[src/hdl/fsp_pkg.sv]
// package of the flash self-program controller: indices, resets, codes,
// field positions, timings and carrier structs.
// assumes a 125 MHz clock and 32-bit AXI4-Lite data.
package fsp_pkg;

    // clock and bus geometry
    localparam int unsigned CLK_PERIOD_NS = 8;
    localparam int AXI_ADDR_W = 12;
    localparam int IDX_LSB = 2;
    localparam int IDX_MSB = 9;

    // register indices; the byte address is four times the index
    localparam logic [7:0] IDX_ADDR_HIGH = 8'hce;
    localparam logic [7:0] IDX_ADDR_LOW = 8'hcf;
    localparam logic [7:0] IDX_WRITE_BYTE = 8'hd1;
    localparam logic [7:0] IDX_COMMAND = 8'hd2;
    localparam logic [7:0] IDX_TIMING = 8'hd3;
    localparam logic [7:0] IDX_READ_BYTE = 8'hd4;
    localparam logic [7:0] IDX_STATUS = 8'he0;

    // reset values
    localparam logic [7:0] RST_BYTE = 8'h00;
    localparam logic [7:0] RST_TIMING = 8'hdd;

    // command codes and mode sequences
    localparam logic [7:0] CMD_ERASE = 8'h96;
    localparam logic [7:0] CMD_BURN = 8'h69;
    localparam logic [7:0] CMD_READ = 8'h88;
    localparam int SEQ_LEN = 5;
    localparam logic [0:SEQ_LEN-1][7:0] ENTER_SEQ = {8'h12, 8'h34, 8'h56, 8'h78, 8'h9a};
    localparam logic [0:SEQ_LEN-1][7:0] EXIT_SEQ = {8'hfe, 8'hdc, 8'hba, 8'h98, 8'h76};
    localparam logic [1:0] BOOT_SEL_LOCKED = 2'h3;

    // address-high field layout
    localparam int BLK_MSB = 7;
    localparam int BLK_LSB = 6;
    localparam int DSEL_MSB = 6;
    localparam int DSEL_LSB = 2;
    localparam int PAGE_BIT = 2;
    localparam int DOFS_MSB = 1;
    localparam int DOFS_LSB = 0;
    localparam int IOFS_BIT = 0;
    localparam int TIM_MSB = 4;
    localparam logic [1:0] BLK_NONE = 2'h0;
    localparam logic [1:0] BLK_INFO = 2'h1;
    localparam logic [1:0] BLK_SYS = 2'h2;
    localparam logic [4:0] DSEL_DATA = 5'h00;
    localparam logic [15:0] DATA_BASE = 16'hfc00;
    localparam logic [4:0] TIM_LINEAR_MAX = 5'h09;

    // status register bits
    localparam int ST_BUSY = 0;
    localparam int ST_BOOT = 1;
    localparam int ST_ERR = 2;

    // operation times and their cycle counts
    localparam int unsigned BURN_NS = 23500;
    localparam int unsigned ERASE_BASE_NS = 1130000;
    localparam int unsigned ERASE_STEP_NS = 1000000;
    localparam int unsigned ERASE_CAP_NS = 9130000;
    localparam int unsigned BURN_CYC = (BURN_NS + CLK_PERIOD_NS - 1) / CLK_PERIOD_NS;
    localparam int unsigned READ_WAIT_CYC = 2;

    // bus answers
    localparam logic [1:0] RESP_OKAY = 2'h0;
    localparam logic [1:0] RESP_SLVERR = 2'h2;

    typedef enum logic [1:0] {
        OP_NONE = 2'h0,
        OP_ERASE = 2'h1,
        OP_BURN = 2'h2,
        OP_READ = 2'h3
    } fsp_op_t;

    typedef enum logic [2:0] {
        AREA_DATA = 3'h0,
        AREA_INFO3 = 3'h1,
        AREA_INFO4 = 3'h2,
        AREA_SYS = 3'h3,
        AREA_CODE = 3'h4
    } fsp_area_t;

    typedef struct packed {
        logic valid;
        fsp_area_t area;
        logic [15:0] addr;
    } fsp_target_t;

    typedef struct packed {
        logic start;
        fsp_op_t op;
        fsp_area_t area;
        logic [15:0] addr;
        logic [7:0] wdata;
    } fsp_flash_req_t;

    typedef struct packed {
        logic awvalid;
        logic [AXI_ADDR_W-1:0] awaddr;
        logic wvalid;
        logic [31:0] wdata;
        logic [3:0] wstrb;
        logic bready;
        logic arvalid;
        logic [AXI_ADDR_W-1:0] araddr;
        logic rready;
    } fsp_axi_req_t;

    typedef struct packed {
        logic awready;
        logic wready;
        logic bvalid;
        logic [1:0] bresp;
        logic arready;
        logic rvalid;
        logic [31:0] rdata;
        logic [1:0] rresp;
    } fsp_axi_rsp_t;

endpackage : fsp_pkg

[src/hdl/fsp_op_timer.sv]
// loadable down-counter that times one flash operation.
// assumes load values of at least one; load wins over counting.
`timescale 1ns/1ps
module fsp_op_timer
#(
    parameter int CNT_W = 24
)
(
    input logic clk, // system clock
    input logic rst, // asynchronous reset, active high
    input logic load, // one-cycle pulse that starts a count
    input logic [CNT_W-1:0] load_cnt, // cycles to run
    output logic done, // one-cycle pulse when the count runs out
    output logic running // count in progress
);

    typedef struct packed {
        logic [CNT_W-1:0] cnt;
        logic done;
    } fsp_tmr_state_t;

    fsp_tmr_state_t s_q;
    fsp_tmr_state_t s_d;

    // next state: count down, flag the last step
    always_comb
    begin
        s_d = s_q;
        s_d.done = 1'b0;
        if (load)
        begin
            s_d.cnt = load_cnt;
        end
        else if (s_q.cnt != '0)
        begin
            s_d.cnt = s_q.cnt - CNT_W'(1);
            s_d.done = (s_q.cnt == CNT_W'(1));
        end
    end

    // state register
    always_ff @(posedge clk or posedge rst)
    begin
        if (rst)
        begin
            s_q <= '0;
        end
        else
        begin
            s_q <= s_d;
        end
    end

    assign done = s_q.done;
    assign running = (s_q.cnt != '0);

endmodule : fsp_op_timer

[src/hdl/fsp_flash_ctrl.sv]
// flash self-program controller: register file on AXI4-Lite, boot-upgrade
// mode sequences, address decode and timed erase, burn and indirect read.
// assumes the flash array sits on the same clock and that the boot strap
// inputs come from same-clock logic.
// Operation
// - read: high bits 7:6 select system/info block
// - data area only when high bits 6:2 zero
// - data offset is high 1:0 over low byte
// - high bit 2 picks page four, else three
// - boot mode: high and low form full address
// - low address register, read/write, resets to zero
// - command 96 erase, 69 burn, 88 read
// - five-byte sequence enters boot-upgrade mode
// - five-byte sequence leaves boot-upgrade mode
// - entry refused when locked or outside boot
// - byte burn lasts a fixed 23.5 us
// - data erase 1.13 ms plus field, capped
// - indirect read result lands in read register
`timescale 1ns/1ps
module fsp_flash_ctrl
    import fsp_pkg::*;
#(
    parameter int CNT_W = 24,
    parameter int unsigned ERASE_BASE_CYC = ERASE_BASE_NS / CLK_PERIOD_NS,
    parameter int unsigned ERASE_STEP_CYC = ERASE_STEP_NS / CLK_PERIOD_NS,
    parameter int unsigned ERASE_CAP_CYC = ERASE_CAP_NS / CLK_PERIOD_NS,
    parameter int unsigned INFO_BASE_CYC = ERASE_BASE_NS / CLK_PERIOD_NS,
    parameter int unsigned INFO_STEP_CYC = ERASE_STEP_NS / CLK_PERIOD_NS,
    parameter int unsigned INFO_CAP_CYC = ERASE_CAP_NS / CLK_PERIOD_NS,
    parameter logic [4:0] INFO_LINEAR_MAX = TIM_LINEAR_MAX
)
(
    input logic clk, // system clock
    input logic rst, // asynchronous reset, active high
    input fsp_axi_req_t axi_req, // AXI4-Lite master side
    output fsp_axi_rsp_t axi_rsp, // AXI4-Lite slave side
    input logic [1:0] boot_area_cfg, // boot-area configuration value
    input logic exec_in_boot, // processor fetching from boot space
    output fsp_flash_req_t flash_req, // request to the flash array
    input logic [7:0] flash_rdata, // byte from the flash array
    output logic flash_busy // an operation is running
);

    typedef enum logic [1:0] {
        ST_IDLE = 2'b00,
        ST_RUN = 2'b01,
        ST_FINISH = 2'b11
    } fsp_fsm_t;

    typedef struct packed {
        fsp_fsm_t fsm;
        logic aw_got;
        logic [AXI_ADDR_W-1:0] aw_addr;
        logic w_got;
        logic [7:0] w_data;
        logic w_lane;
        logic bvalid;
        logic [1:0] bresp;
        logic rvalid;
        logic [7:0] rdata;
        logic [1:0] rresp;
        logic [7:0] addr_high;
        logic [7:0] addr_low;
        logic [7:0] write_byte;
        logic [7:0] command;
        logic [7:0] timing;
        logic [7:0] read_byte;
        logic boot_mode;
        logic err;
        logic [2:0] enter_pos;
        logic [2:0] exit_pos;
        fsp_op_t op;
        fsp_area_t area;
        logic [15:0] faddr;
        logic [7:0] fdata;
        logic start;
    } fsp_state_t;

    fsp_state_t s_q;
    fsp_state_t s_d;
    logic tmr_load;
    logic [CNT_W-1:0] tmr_cnt;
    logic tmr_done;

    // map a command byte onto an operation
    function automatic fsp_op_t cmd_op(input logic [7:0] b);
        fsp_op_t o;
        o = OP_NONE;
        if (b == CMD_ERASE)
        begin
            o = OP_ERASE;
        end
        else if (b == CMD_BURN)
        begin
            o = OP_BURN;
        end
        else if (b == CMD_READ)
        begin
            o = OP_READ;
        end
        return o;
    endfunction : cmd_op

    // advance a sequence matcher; a stray byte restarts it
    function automatic logic [2:0] seq_step(
        input logic [2:0] pos,
        input logic [7:0] b,
        input logic [0:SEQ_LEN-1][7:0] seq
    );
        logic [2:0] p;
        p = 3'h0;
        if (b == seq[pos])
        begin
            p = pos + 3'h1;
        end
        else if (b == seq[0])
        begin
            p = 3'h1;
        end
        return p;
    endfunction : seq_step

    // turn the two address registers into an area and an array address
    function automatic fsp_target_t decode(
        input fsp_op_t op,
        input logic [7:0] h,
        input logic [7:0] l,
        input logic boot
    );
        fsp_target_t t;
        t.valid = 1'b1;
        t.area = AREA_CODE;
        t.addr = {h, l};
        if (op == OP_READ)
        begin
            if (h[BLK_MSB:BLK_LSB] == BLK_SYS)
            begin
                t.area = AREA_SYS;
                t.addr = {6'h00, h[DOFS_MSB:DOFS_LSB], l};
            end
            else if (h[BLK_MSB:BLK_LSB] == BLK_INFO)
            begin
                t.area = h[PAGE_BIT] ? AREA_INFO4 : AREA_INFO3;
                t.addr = {7'h00, h[IOFS_BIT], l};
            end
            else
            begin
                t.valid = 1'b0;
            end
        end
        else if (!boot)
        begin
            if (h[BLK_MSB:BLK_LSB] == BLK_NONE && h[DSEL_MSB:DSEL_LSB] == DSEL_DATA)
            begin
                t.area = AREA_DATA;
                t.addr = DATA_BASE | {6'h00, h[DOFS_MSB:DOFS_LSB], l};
            end
            else if (h[BLK_MSB:BLK_LSB] == BLK_INFO)
            begin
                t.area = h[PAGE_BIT] ? AREA_INFO4 : AREA_INFO3;
                t.addr = {7'h00, h[IOFS_BIT], l};
            end
            else
            begin
                t.valid = 1'b0;
            end
        end
        return t;
    endfunction : decode

    // cycles that an operation holds the array
    function automatic logic [CNT_W-1:0] duration(
        input fsp_op_t op,
        input fsp_area_t area,
        input logic [4:0] f
    );
        logic [CNT_W-1:0] c;
        c = CNT_W'(READ_WAIT_CYC);
        if (op == OP_BURN)
        begin
            c = CNT_W'(BURN_CYC);
        end
        else if (op == OP_ERASE && area == AREA_DATA)
        begin
            c = (f <= TIM_LINEAR_MAX) ? CNT_W'(ERASE_BASE_CYC + f * ERASE_STEP_CYC)
                                      : CNT_W'(ERASE_CAP_CYC);
        end
        else if (op == OP_ERASE)
        begin
            c = (f <= INFO_LINEAR_MAX) ? CNT_W'(INFO_BASE_CYC + f * INFO_STEP_CYC)
                                       : CNT_W'(INFO_CAP_CYC);
        end
        return c;
    endfunction : duration

    // next state: bus, registers, sequences, operations
    always_comb
    begin
        logic [7:0] widx;
        logic [7:0] ridx;
        logic wmap;
        logic rmap;
        logic [7:0] b;
        logic [2:0] ep;
        logic [2:0] xp;
        fsp_op_t op;
        fsp_target_t tgt;
        widx = s_q.aw_addr[IDX_MSB:IDX_LSB];
        ridx = axi_req.araddr[IDX_MSB:IDX_LSB];
        wmap = (s_q.aw_addr[AXI_ADDR_W-1:IDX_MSB+1] == '0);
        rmap = (axi_req.araddr[AXI_ADDR_W-1:IDX_MSB+1] == '0);
        b = s_q.w_data;
        ep = 3'h0;
        xp = 3'h0;
        op = OP_NONE;
        tgt = '0;
        tmr_load = 1'b0;
        tmr_cnt = '0;
        s_d = s_q;
        s_d.start = 1'b0;

        // address and data taken apart, either order
        if (axi_req.awvalid && axi_rsp.awready)
        begin
            s_d.aw_got = 1'b1;
            s_d.aw_addr = axi_req.awaddr;
        end
        if (axi_req.wvalid && axi_rsp.wready)
        begin
            s_d.w_got = 1'b1;
            s_d.w_data = axi_req.wdata[7:0];
            s_d.w_lane = axi_req.wstrb[0];
        end
        if (s_q.bvalid && axi_req.bready)
        begin
            s_d.bvalid = 1'b0;
        end

        // perform the write once both halves are held
        if (s_q.aw_got && s_q.w_got && !s_q.bvalid)
        begin
            s_d.aw_got = 1'b0;
            s_d.w_got = 1'b0;
            s_d.bvalid = 1'b1;
            s_d.bresp = RESP_OKAY;
            if (!wmap)
            begin
                s_d.bresp = RESP_SLVERR;
            end
            else if (widx == IDX_ADDR_HIGH)
            begin
                s_d.addr_high = s_q.w_lane ? b : s_q.addr_high;
            end
            else if (widx == IDX_ADDR_LOW)
            begin
                s_d.addr_low = s_q.w_lane ? b : s_q.addr_low;
            end
            else if (widx == IDX_WRITE_BYTE)
            begin
                s_d.write_byte = s_q.w_lane ? b : s_q.write_byte;
            end
            else if (widx == IDX_TIMING)
            begin
                s_d.timing = s_q.w_lane ? b : s_q.timing;
            end
            else if (widx == IDX_STATUS)
            begin
                // error flag is write-one-to-clear
                s_d.err = s_q.err & ~(s_q.w_lane & b[ST_ERR]);
            end
            else if (widx == IDX_COMMAND)
            begin
                // busy: whole write dropped, sequences too
                if (s_q.w_lane && s_q.fsm == ST_IDLE)
                begin
                    s_d.command = b;
                    ep = seq_step(s_q.enter_pos, b, ENTER_SEQ);
                    xp = seq_step(s_q.exit_pos, b, EXIT_SEQ);
                    s_d.enter_pos = ep;
                    s_d.exit_pos = xp;
                    if (ep == 3'(SEQ_LEN))
                    begin
                        s_d.enter_pos = 3'h0;
                        if (boot_area_cfg != BOOT_SEL_LOCKED && exec_in_boot)
                        begin
                            s_d.boot_mode = 1'b1;
                        end
                    end
                    if (xp == 3'(SEQ_LEN))
                    begin
                        s_d.exit_pos = 3'h0;
                        s_d.boot_mode = 1'b0;
                    end
                    op = cmd_op(b);
                    tgt = decode(op, s_q.addr_high, s_q.addr_low, s_q.boot_mode);
                    if (op != OP_NONE && tgt.valid)
                    begin
                        s_d.op = op;
                        s_d.area = tgt.area;
                        s_d.faddr = tgt.addr;
                        s_d.fdata = s_q.write_byte;
                        s_d.start = 1'b1;
                        s_d.fsm = ST_RUN;
                        tmr_load = 1'b1;
                        tmr_cnt = duration(op, tgt.area, s_q.timing[TIM_MSB:0]);
                    end
                    else if (op != OP_NONE)
                    begin
                        s_d.err = 1'b1; // invalid target, nothing started
                    end
                end
            end
            else
            begin
                s_d.bresp = RESP_SLVERR; // read-only or unmapped
            end
        end

        // read channel: one outstanding read, answered the next cycle
        if (s_q.rvalid && axi_req.rready)
        begin
            s_d.rvalid = 1'b0;
        end
        if (axi_req.arvalid && axi_rsp.arready)
        begin
            s_d.rvalid = 1'b1;
            s_d.rresp = RESP_OKAY;
            s_d.rdata = 8'h00;
            if (!rmap)
            begin
                s_d.rresp = RESP_SLVERR;
            end
            else if (ridx == IDX_ADDR_HIGH)
            begin
                s_d.rdata = s_q.addr_high;
            end
            else if (ridx == IDX_ADDR_LOW)
            begin
                s_d.rdata = s_q.addr_low;
            end
            else if (ridx == IDX_WRITE_BYTE)
            begin
                s_d.rdata = s_q.write_byte;
            end
            else if (ridx == IDX_COMMAND)
            begin
                s_d.rdata = s_q.command;
            end
            else if (ridx == IDX_TIMING)
            begin
                s_d.rdata = s_q.timing;
            end
            else if (ridx == IDX_READ_BYTE)
            begin
                s_d.rdata = s_q.read_byte;
            end
            else if (ridx == IDX_STATUS)
            begin
                s_d.rdata[ST_BUSY] = (s_q.fsm != ST_IDLE);
                s_d.rdata[ST_BOOT] = s_q.boot_mode;
                s_d.rdata[ST_ERR] = s_q.err;
            end
            else
            begin
                s_d.rresp = RESP_SLVERR;
            end
        end

        // operation sequencer
        unique case (s_q.fsm)
            ST_IDLE:
            begin
            end
            ST_RUN:
            begin
                if (tmr_done)
                begin
                    s_d.fsm = ST_FINISH;
                end
            end
            ST_FINISH:
            begin
                if (s_q.op == OP_READ)
                begin
                    s_d.read_byte = flash_rdata;
                end
                s_d.fsm = ST_IDLE;
            end
            default:
            begin
                s_d.fsm = ST_IDLE; // illegal code recovers
            end
        endcase
    end

    // state register
    always_ff @(posedge clk or posedge rst)
    begin
        if (rst)
        begin
            s_q <= '0;
            s_q.addr_high <= RST_BYTE;
            s_q.addr_low <= RST_BYTE;
            s_q.write_byte <= RST_BYTE;
            s_q.command <= RST_BYTE;
            s_q.timing <= RST_TIMING;
            s_q.read_byte <= RST_BYTE;
            s_q.fsm <= ST_IDLE;
            s_q.op <= OP_NONE;
            s_q.area <= AREA_DATA;
        end
        else
        begin
            s_q <= s_d;
        end
    end

    // one timer serves all ops; only one runs at a time
    fsp_op_timer #(
        .CNT_W(CNT_W)
    ) u_timer (
        .clk(clk),
        .rst(rst),
        .load(tmr_load),
        .load_cnt(tmr_cnt),
        .done(tmr_done),
        .running()
    );

    // bus handshakes are combinational, payloads come from flops
    assign axi_rsp.awready = !s_q.aw_got && !s_q.bvalid;
    assign axi_rsp.wready = !s_q.w_got && !s_q.bvalid;
    assign axi_rsp.bvalid = s_q.bvalid;
    assign axi_rsp.bresp = s_q.bresp;
    assign axi_rsp.arready = !s_q.rvalid;
    assign axi_rsp.rvalid = s_q.rvalid;
    assign axi_rsp.rdata = {24'h000000, s_q.rdata};
    assign axi_rsp.rresp = s_q.rresp;

    // flash array request
    assign flash_req.start = s_q.start;
    assign flash_req.op = s_q.op;
    assign flash_req.area = s_q.area;
    assign flash_req.addr = s_q.faddr;
    assign flash_req.wdata = s_q.fdata;
    assign flash_busy = (s_q.fsm != ST_IDLE);

endmodule : fsp_flash_ctrl

[config.mk]
export PLATFORM = sky130hd
export DESIGN_NAME = fsp_flash_ctrl
export DESIGN_NICKNAME = d
export VERILOG_FILES = /design/src/hdl/fsp_pkg.sv /design/src/hdl/fsp_op_timer.sv /design/src/hdl/fsp_flash_ctrl.sv
export SDC_FILE = /design/constraint.sdc
export NUM_CORES = 1
export LEC_CHECK = 0
export ABC_AREA = 1
export ABC_CLOCK_PERIOD_IN_PS = 8020
export BUFFER_PORTS_ARGS = -buffer_cell sky130_fd_sc_hd__buf_4
export CORE_UTILIZATION = 59
export CTS_CLUSTER_SIZE = 25
export DETAILED_ROUTE_END_ITERATION = 8
export MAX_ROUTING_LAYER = met4
export PLACE_DENSITY = 0.83
export SKIP_CTS_REPAIR_TIMING = 1
export SLEW_MARGIN = 20
export SYNTH_ARGS = -nofsm -noshare
export SYNTH_HDL_FRONTEND = slang
export SYNTH_SLANG_ARGS = --single-unit
[constraint.sdc]
create_clock -name clk -period 8.02 [get_ports clk]
set_clock_uncertainty 0.2 [all_clocks]
set_input_delay 1.604 -clock clk [delete_from_list [all_inputs] [get_ports clk]]
set_output_delay 1.604 -clock clk [all_outputs]
set_load 0.01 [all_outputs]
# Yosys cells after proc, flatten, opt, wreduce, memory -nomap -nowiden
# Memories as Yosys holds them, arrays and structs flattened.
# Index checks and enable logic that the tools add are counted.
# op_classes
n_addsub	4
n_mul	1
n_div	0
order_cmp	3
n_eq_ne	33
n_shift	0
n_mux	144
bitwise_logic	10
n_reduce_logical	46
# ops
operator	n
$mux 23	14
$mux 20	11
$eq 8x8->1 const B	16
$mux 8	10
$mux 3	26
$mux 2	38
$mux 37	2
$mux 19	3
$mux 1	32
$mux 30	1
$mux 25	1
$eq 24x1->1 const B	1
$mux 24	1
$reduce_bool 2->1	12
$reduce_bool 24->1	1
$sub 24x1->24 const B	1
$add 18x22->23 const A	1
$reduce_and 10->1	2
$mul 5x14->19 const B	1
$eq 8x8->1	2
$logic_and 1x1->1	14
$mux 13	1
$mux 11	1
$reduce_and 11->1	1
other kinds (25)	48
# word_totals
regBits	150
latchBits	0
ramBits	0
mem_bits_ro	128
inputBits	78
out_inout_bits	72
elab_cells	271
n_memories	2
# mem_list
memory	depth	word_bits	rd	rd_ports_with_merged_regs	wr	line_no	rtl
(name not given)	8	8	1	0	0	fsp_flash_ctrl.sv:112	if (b == seq[pos])
(name not given)	8	8	1	0	0	fsp_flash_ctrl.sv:112	

# Logic depth before layout (Yosys ltp)
# logic_depth
depth_word	39
depth_mapped	20
ltp_nobuf	20

# Cells and area by module
# From an unflattened synthesis, not the netlist that was laid out.
# unflattened
hier_cells	1260
area_unflattened_um2	9686.8
# by_module_without_submodules
module	n_inst	cells_per_inst	area_per_inst_um2	seq_area_each_um2
fsp_flash_ctrl	1	1023	7867.5	3035.4
fsp_op_timer	1	237	1819.2	625.6

# Worst setup path before layout
# OpenSTA, ideal clock, no wires.
# synth_path
path_kind	reg2reg
from	register s_q[48] in the netlist's numbering
to	register u_timer.s_q[21] in the netlist's numbering
setup_time_ns	0.116
t_arrival_ns	3.431
required_ns	7.704
setup_slack_ns	4.272
path_stages_with_launch	17
n_path_buf	0
period_less_slack_ns	3.748
cell_sequence	dfstp_2 -> inv_1 -> ha_1 -> fa_1 -> fa_1 -> inv_1 -> ha_1 -> nand2_1 -> inv_1 -> a21oi_1 -> o21ai_0 -> xnor2_1 -> nand2_1 -> nand3_1 -> nand3_1 -> nand2_1 -> nand2_1
# synth_between
elab_chain_len	17
word_cells_on_any_way	18
classes_between	add/sub: 1; mul: 1; order compare: 1; mux: 15
# synth_lines
element	line_no	rtl
from (decl)	fsp_flash_ctrl.sv:79	fsp_state_t s_q;
$mul 5x14->19	fsp_flash_ctrl.sv:185, fsp_flash_ctrl.sv:190	
$add 18x22->23	fsp_flash_ctrl.sv:185, fsp_flash_ctrl.sv:190	
$mux 23 (*)	fsp_flash_ctrl.sv:185, fsp_flash_ctrl.sv:190	
$mux 23	fsp_flash_ctrl.sv:188	else if (op == OP_ERASE)
$mux 23 (*)	fsp_flash_ctrl.sv:183	else if (op == OP_ERASE && area == AREA_DATA)
$mux 23 (*)	fsp_flash_ctrl.sv:179	if (op == OP_BURN)
$mux 23 (*)	fsp_flash_ctrl.sv:296	if (op != OP_NONE && tgt.valid)
$mux 23 (*)	fsp_flash_ctrl.sv:274	if (s_q.w_lane && s_q.fsm == ST_IDLE)
$mux 23 (*)	fsp_flash_ctrl.sv:271	else if (widx == IDX_COMMAND)
$mux 23 (*)	fsp_flash_ctrl.sv:266	else if (widx == IDX_STATUS)
$mux 23 (*)	fsp_flash_ctrl.sv:262	else if (widx == IDX_TIMING)
$mux 23 (*)	fsp_flash_ctrl.sv:258	else if (widx == IDX_WRITE_BYTE)
$mux 23 (*)	fsp_flash_ctrl.sv:254	else if (widx == IDX_ADDR_LOW)
$mux 23 (*)	fsp_flash_ctrl.sv:250	else if (widx == IDX_ADDR_HIGH)
$mux 23 (*)	fsp_flash_ctrl.sv:246	if (!wmap)
$mux 23 (*)	fsp_flash_ctrl.sv:240	if (s_q.aw_got && s_q.w_got && !s_q.bvalid)
$mux 24 (*)	fsp_op_timer.sv:30	if (load)
to (signal assigned)	fsp_op_timer.sv:46	s_q <= '0;
to (signal assigned)	fsp_op_timer.sv:50	s_q <= s_d;
to (decl)	fsp_op_timer.sv:22	fsp_tmr_state_t s_q;
# Mark *: on every way between the ends. The rest lies on a longest branch, timed or not.
# A chain may end at the register's enable or synchronous reset.

# Final worst setup path
# Same ends and word-level chain as after synthesis.

==> impl_results.md <==
* Unrepaired setup endpoints after global routing: false
* Maxcap violations at 0
* CP cell instances: inv_1, ha_1, fa_1, fa_1, inv_1, ha_1, nand2_1, inv_1, a21oi_1, o21ai_0, xnor2_1, nand2_1, nand3_1, nand3_1, nand2_1, nand2_1
* Setup TNS Final at 0 ns
* Worst hold path depth at 2
* Slowest cell on the critical path: dfstp_2
* Reg2reg end: u_timer.s_q[21]$_DFFE_PP0P_
* Root Driver: clkbuf_16
* Fin Hold WS at 0.284 ns
* Io pins at 150
* Seq cells post-synth at 146
* IO Port Bufs at 92
* Vias post-DR at 8131
* Crit path DAT at 4.31 ns
* Worst-Margin Slew at 0.972 ns
* # DRC at 0
* R2R depth at 16
* CP max FO at 11
* Final worst path period share at 52.2%
* Number of synthesized flops with an enable pin at 0
* Req. time, crit path at 8.14 ns
* Hold/Removal Path Class: reg2reg
* Top_reg_cell synth: dfrtp_1
* Commonest non-fill, non-tap cells in the layout: nand2_1 (314), dfrtp_1 (140), inv_1 (132), nor2_1 (112), o21ai_0 (100)
* Final Hold Vio Count at 0
* Total power at 0.00240 W
* Multi-input gate area at 4480 µm²
* Routability cong. at 0.941
* Initial antenna violation count at 0
* Pre-antenna DRT Iters at 6
* Placed Cells at 1451
* Clock transition at path regs at 0.06 ns
* Leak at 5.37 nW
* DIE AREA at 16100 µm²
* Register area share after synthesis at 39.7%
* Dpl hpwl at 16.0 mm
* Synth Area per Inst at 7.60 µm²
* Latest clock arrival within the worst-skew pair at 0.43 ns
* Worst Hold Endpoint: flash_req[0]$_DFFE_PP0P_
* Crit path capture type: flop
* Non-Filler Instances at 1481
* FF-to-FF Start: s_q[48]$_DFFE_PP1P_
* Wirelength, routed at 22.1 mm
* Critical path's most frequent cell: nand2_1
* Buf+Inv Stages, Crit Path at 3
* Commonest non-fill, non-tap cell in the layout: nand2_1
* Layout cell share with drive strength beyond 1 at 12.3%
* Max-slew violations at 0
* Flop-to-flop setup slack at 3.83 ns
* Max_slew headroom at 35.0%
* # diodes at 0
* Levels on crit path at 16
* Routed WL per cell at 14.9 µm
* H-tree levels at 4
* CTS buffer count at 17
* WS Path Type: reg2reg
* Synthesis-to-layout area growth at 11.3%
* Setup-failing EPs final at 0
* Peak VDD IR at 0.247 mV
* Async SR Flop Fraction at 100%
* Vias in the first global route at 7572
* Clock sink count at 146
* Chip height at 127 µm
* Vias/cell at 5.49
* Gr usage total at 29.6%
* First-pass GRT wire length at 36.4 mm
* Final worst slack at 3.83 ns
* Synth Warn # at 0
* Antenna-violating nets left at 0
* Cells after synthesis at 1214
* Nets at 1383
* Period minus WS final at 4.19 ns
* Mapped cell area at 9230 µm²
* Die width at 127 µm
* Status: finished, final reports clean
* Sequential Area at 3660 µm²
* Largest net degree at the start of global routing at 77
* Fillers at 1223
* Cell variety after synth at 50
* F_max at 239 MHz
* TritonCTS clock tree: yes
* GRT overflow at 0
* Core box area at 15300 µm²
* Critical path startpoint category: flop
* FP Rows at 45
* Pwr Density at 234 nW/µm²
* Starting Density at 60.5%
* Initial DRC Count at 801
* Clock buffer depth at 2
* CP max stage delay at 0.72 ns
* CP top delay family: adder cells
* HP Start: flash_req[0]$_DFFE_PP0P_
* Pre-CTS WS at 3.82 ns
where the power goes:
group	internal [W]	switching [W]	leakage [nW]
clock network	0.000534	0.000304	0.299
registers	0.000857	0.000133	1.86
logic	0.000207	0.000369	3.21
total	0.00160	0.000806	5.37
cell type report:
class / instances / share of cell area [%]
repair buffers: 94 / 6.87
inverters: 142 / 5.26
well taps: 211 / 2.57
clock inverters: 9 / 1.51
clock buffers: 21 / 4.48
multi-input cells: 858 / 43.6
flip-flops and latches: 146 / 35.7
synth_stat cells (all sizes together) (2+ instances only):
cell type / count / area (µm²)
mux2i: 6 / 60.1
nor2: 116 / 460
nand2: 314 / 1180
a221oi: 2 / 17.5
dfstp: 6 / 158
o211ai: 3 / 22.5
inv: 141 / 532
o22ai: 3 / 18.8
mux2: 5 / 56.3
dfrtp: 140 / 3500
fa: 6 / 120
xnor2: 10 / 87.6
ha: 40 / 500
nand4: 30 / 209
a21oi: 53 / 265
o31ai: 3 / 27.5
or2: 3 / 18.8
xor2: 19 / 166
nand3b: 5 / 37.5
clkbuf: 10 / 37.5
nor3: 17 / 101
o21ai: 106 / 531
nand3: 75 / 385
nor4: 6 / 37.5
buf: 83 / 606
per-stage QoR:
| step | area [µm²] | util, % |
|---|---|---|
| detailed placement | 9650 | 63.3 |
| floorplan | 9320 | - |
| global placement | 9650 | 63.3 |
| global route | 10300 | 67.3 |
| CTS | 10300 | 67.3 |
| finish | 10300 | 67.3 |
tightest hold or removal path, cell delays in order (launching register included):
cell and delay [ns]:
dfrtp_1 0.34, nand2_1 0.06, nand2_1 0.06
cells by family (layout without fill, tap and decap cells):
kind of cell / count (synthesis) / after routing / synth area share, %
and+or+nand+nor: 568 / 568 / 26.5
muxes: 11 / 11 / 1.26
adders and majority gates: 46 / 46 / 6.73
DFF: 146 / 146 / 39.7
xor gates and xnor gates: 29 / 29 / 2.75
other: 1 / 26 / 0.0406
buffers and inverters: 235 / 266 / 12.8
AOI/OAI and AO/OA: 178 / 178 / 10.3
metal layers:
layer  GRT usage [%]  wire (µm)
met1            38.7       9580
met2            45.5      10300
met3            6.41       1720
met4            10.7        500
met5               -          0
worst max path at each step:
stage,slack [ns],end,from
floorplan,2.30,axi_rsp[1]$_DFFE_PP0P_,rst
global route,3.58,u_timer.s_q[21]$_DFFE_PP0P_,s_q[48]$_DFFE_PP1P_
finish,3.83,u_timer.s_q[21]$_DFFE_PP0P_,s_q[48]$_DFFE_PP1P_
global placement,3.91,u_timer.s_q[21]$_DFFE_PP0P_,s_q[48]$_DFFE_PP1P_
detailed placement,3.82,u_timer.s_q[21]$_DFFE_PP0P_,s_q[48]$_DFFE_PP1P_
CTS,3.80,u_timer.s_q[21]$_DFFE_PP0P_,s_q[48]$_DFFE_PP1P_
flip-flops by register name, indices dropped and copies added, names as in the netlist:
register      count
s_q              79
flash_req        30
axi_rsp          12
u_timer.done      1
u_timer.s_q      24
(Power assumes the default switching activity.)
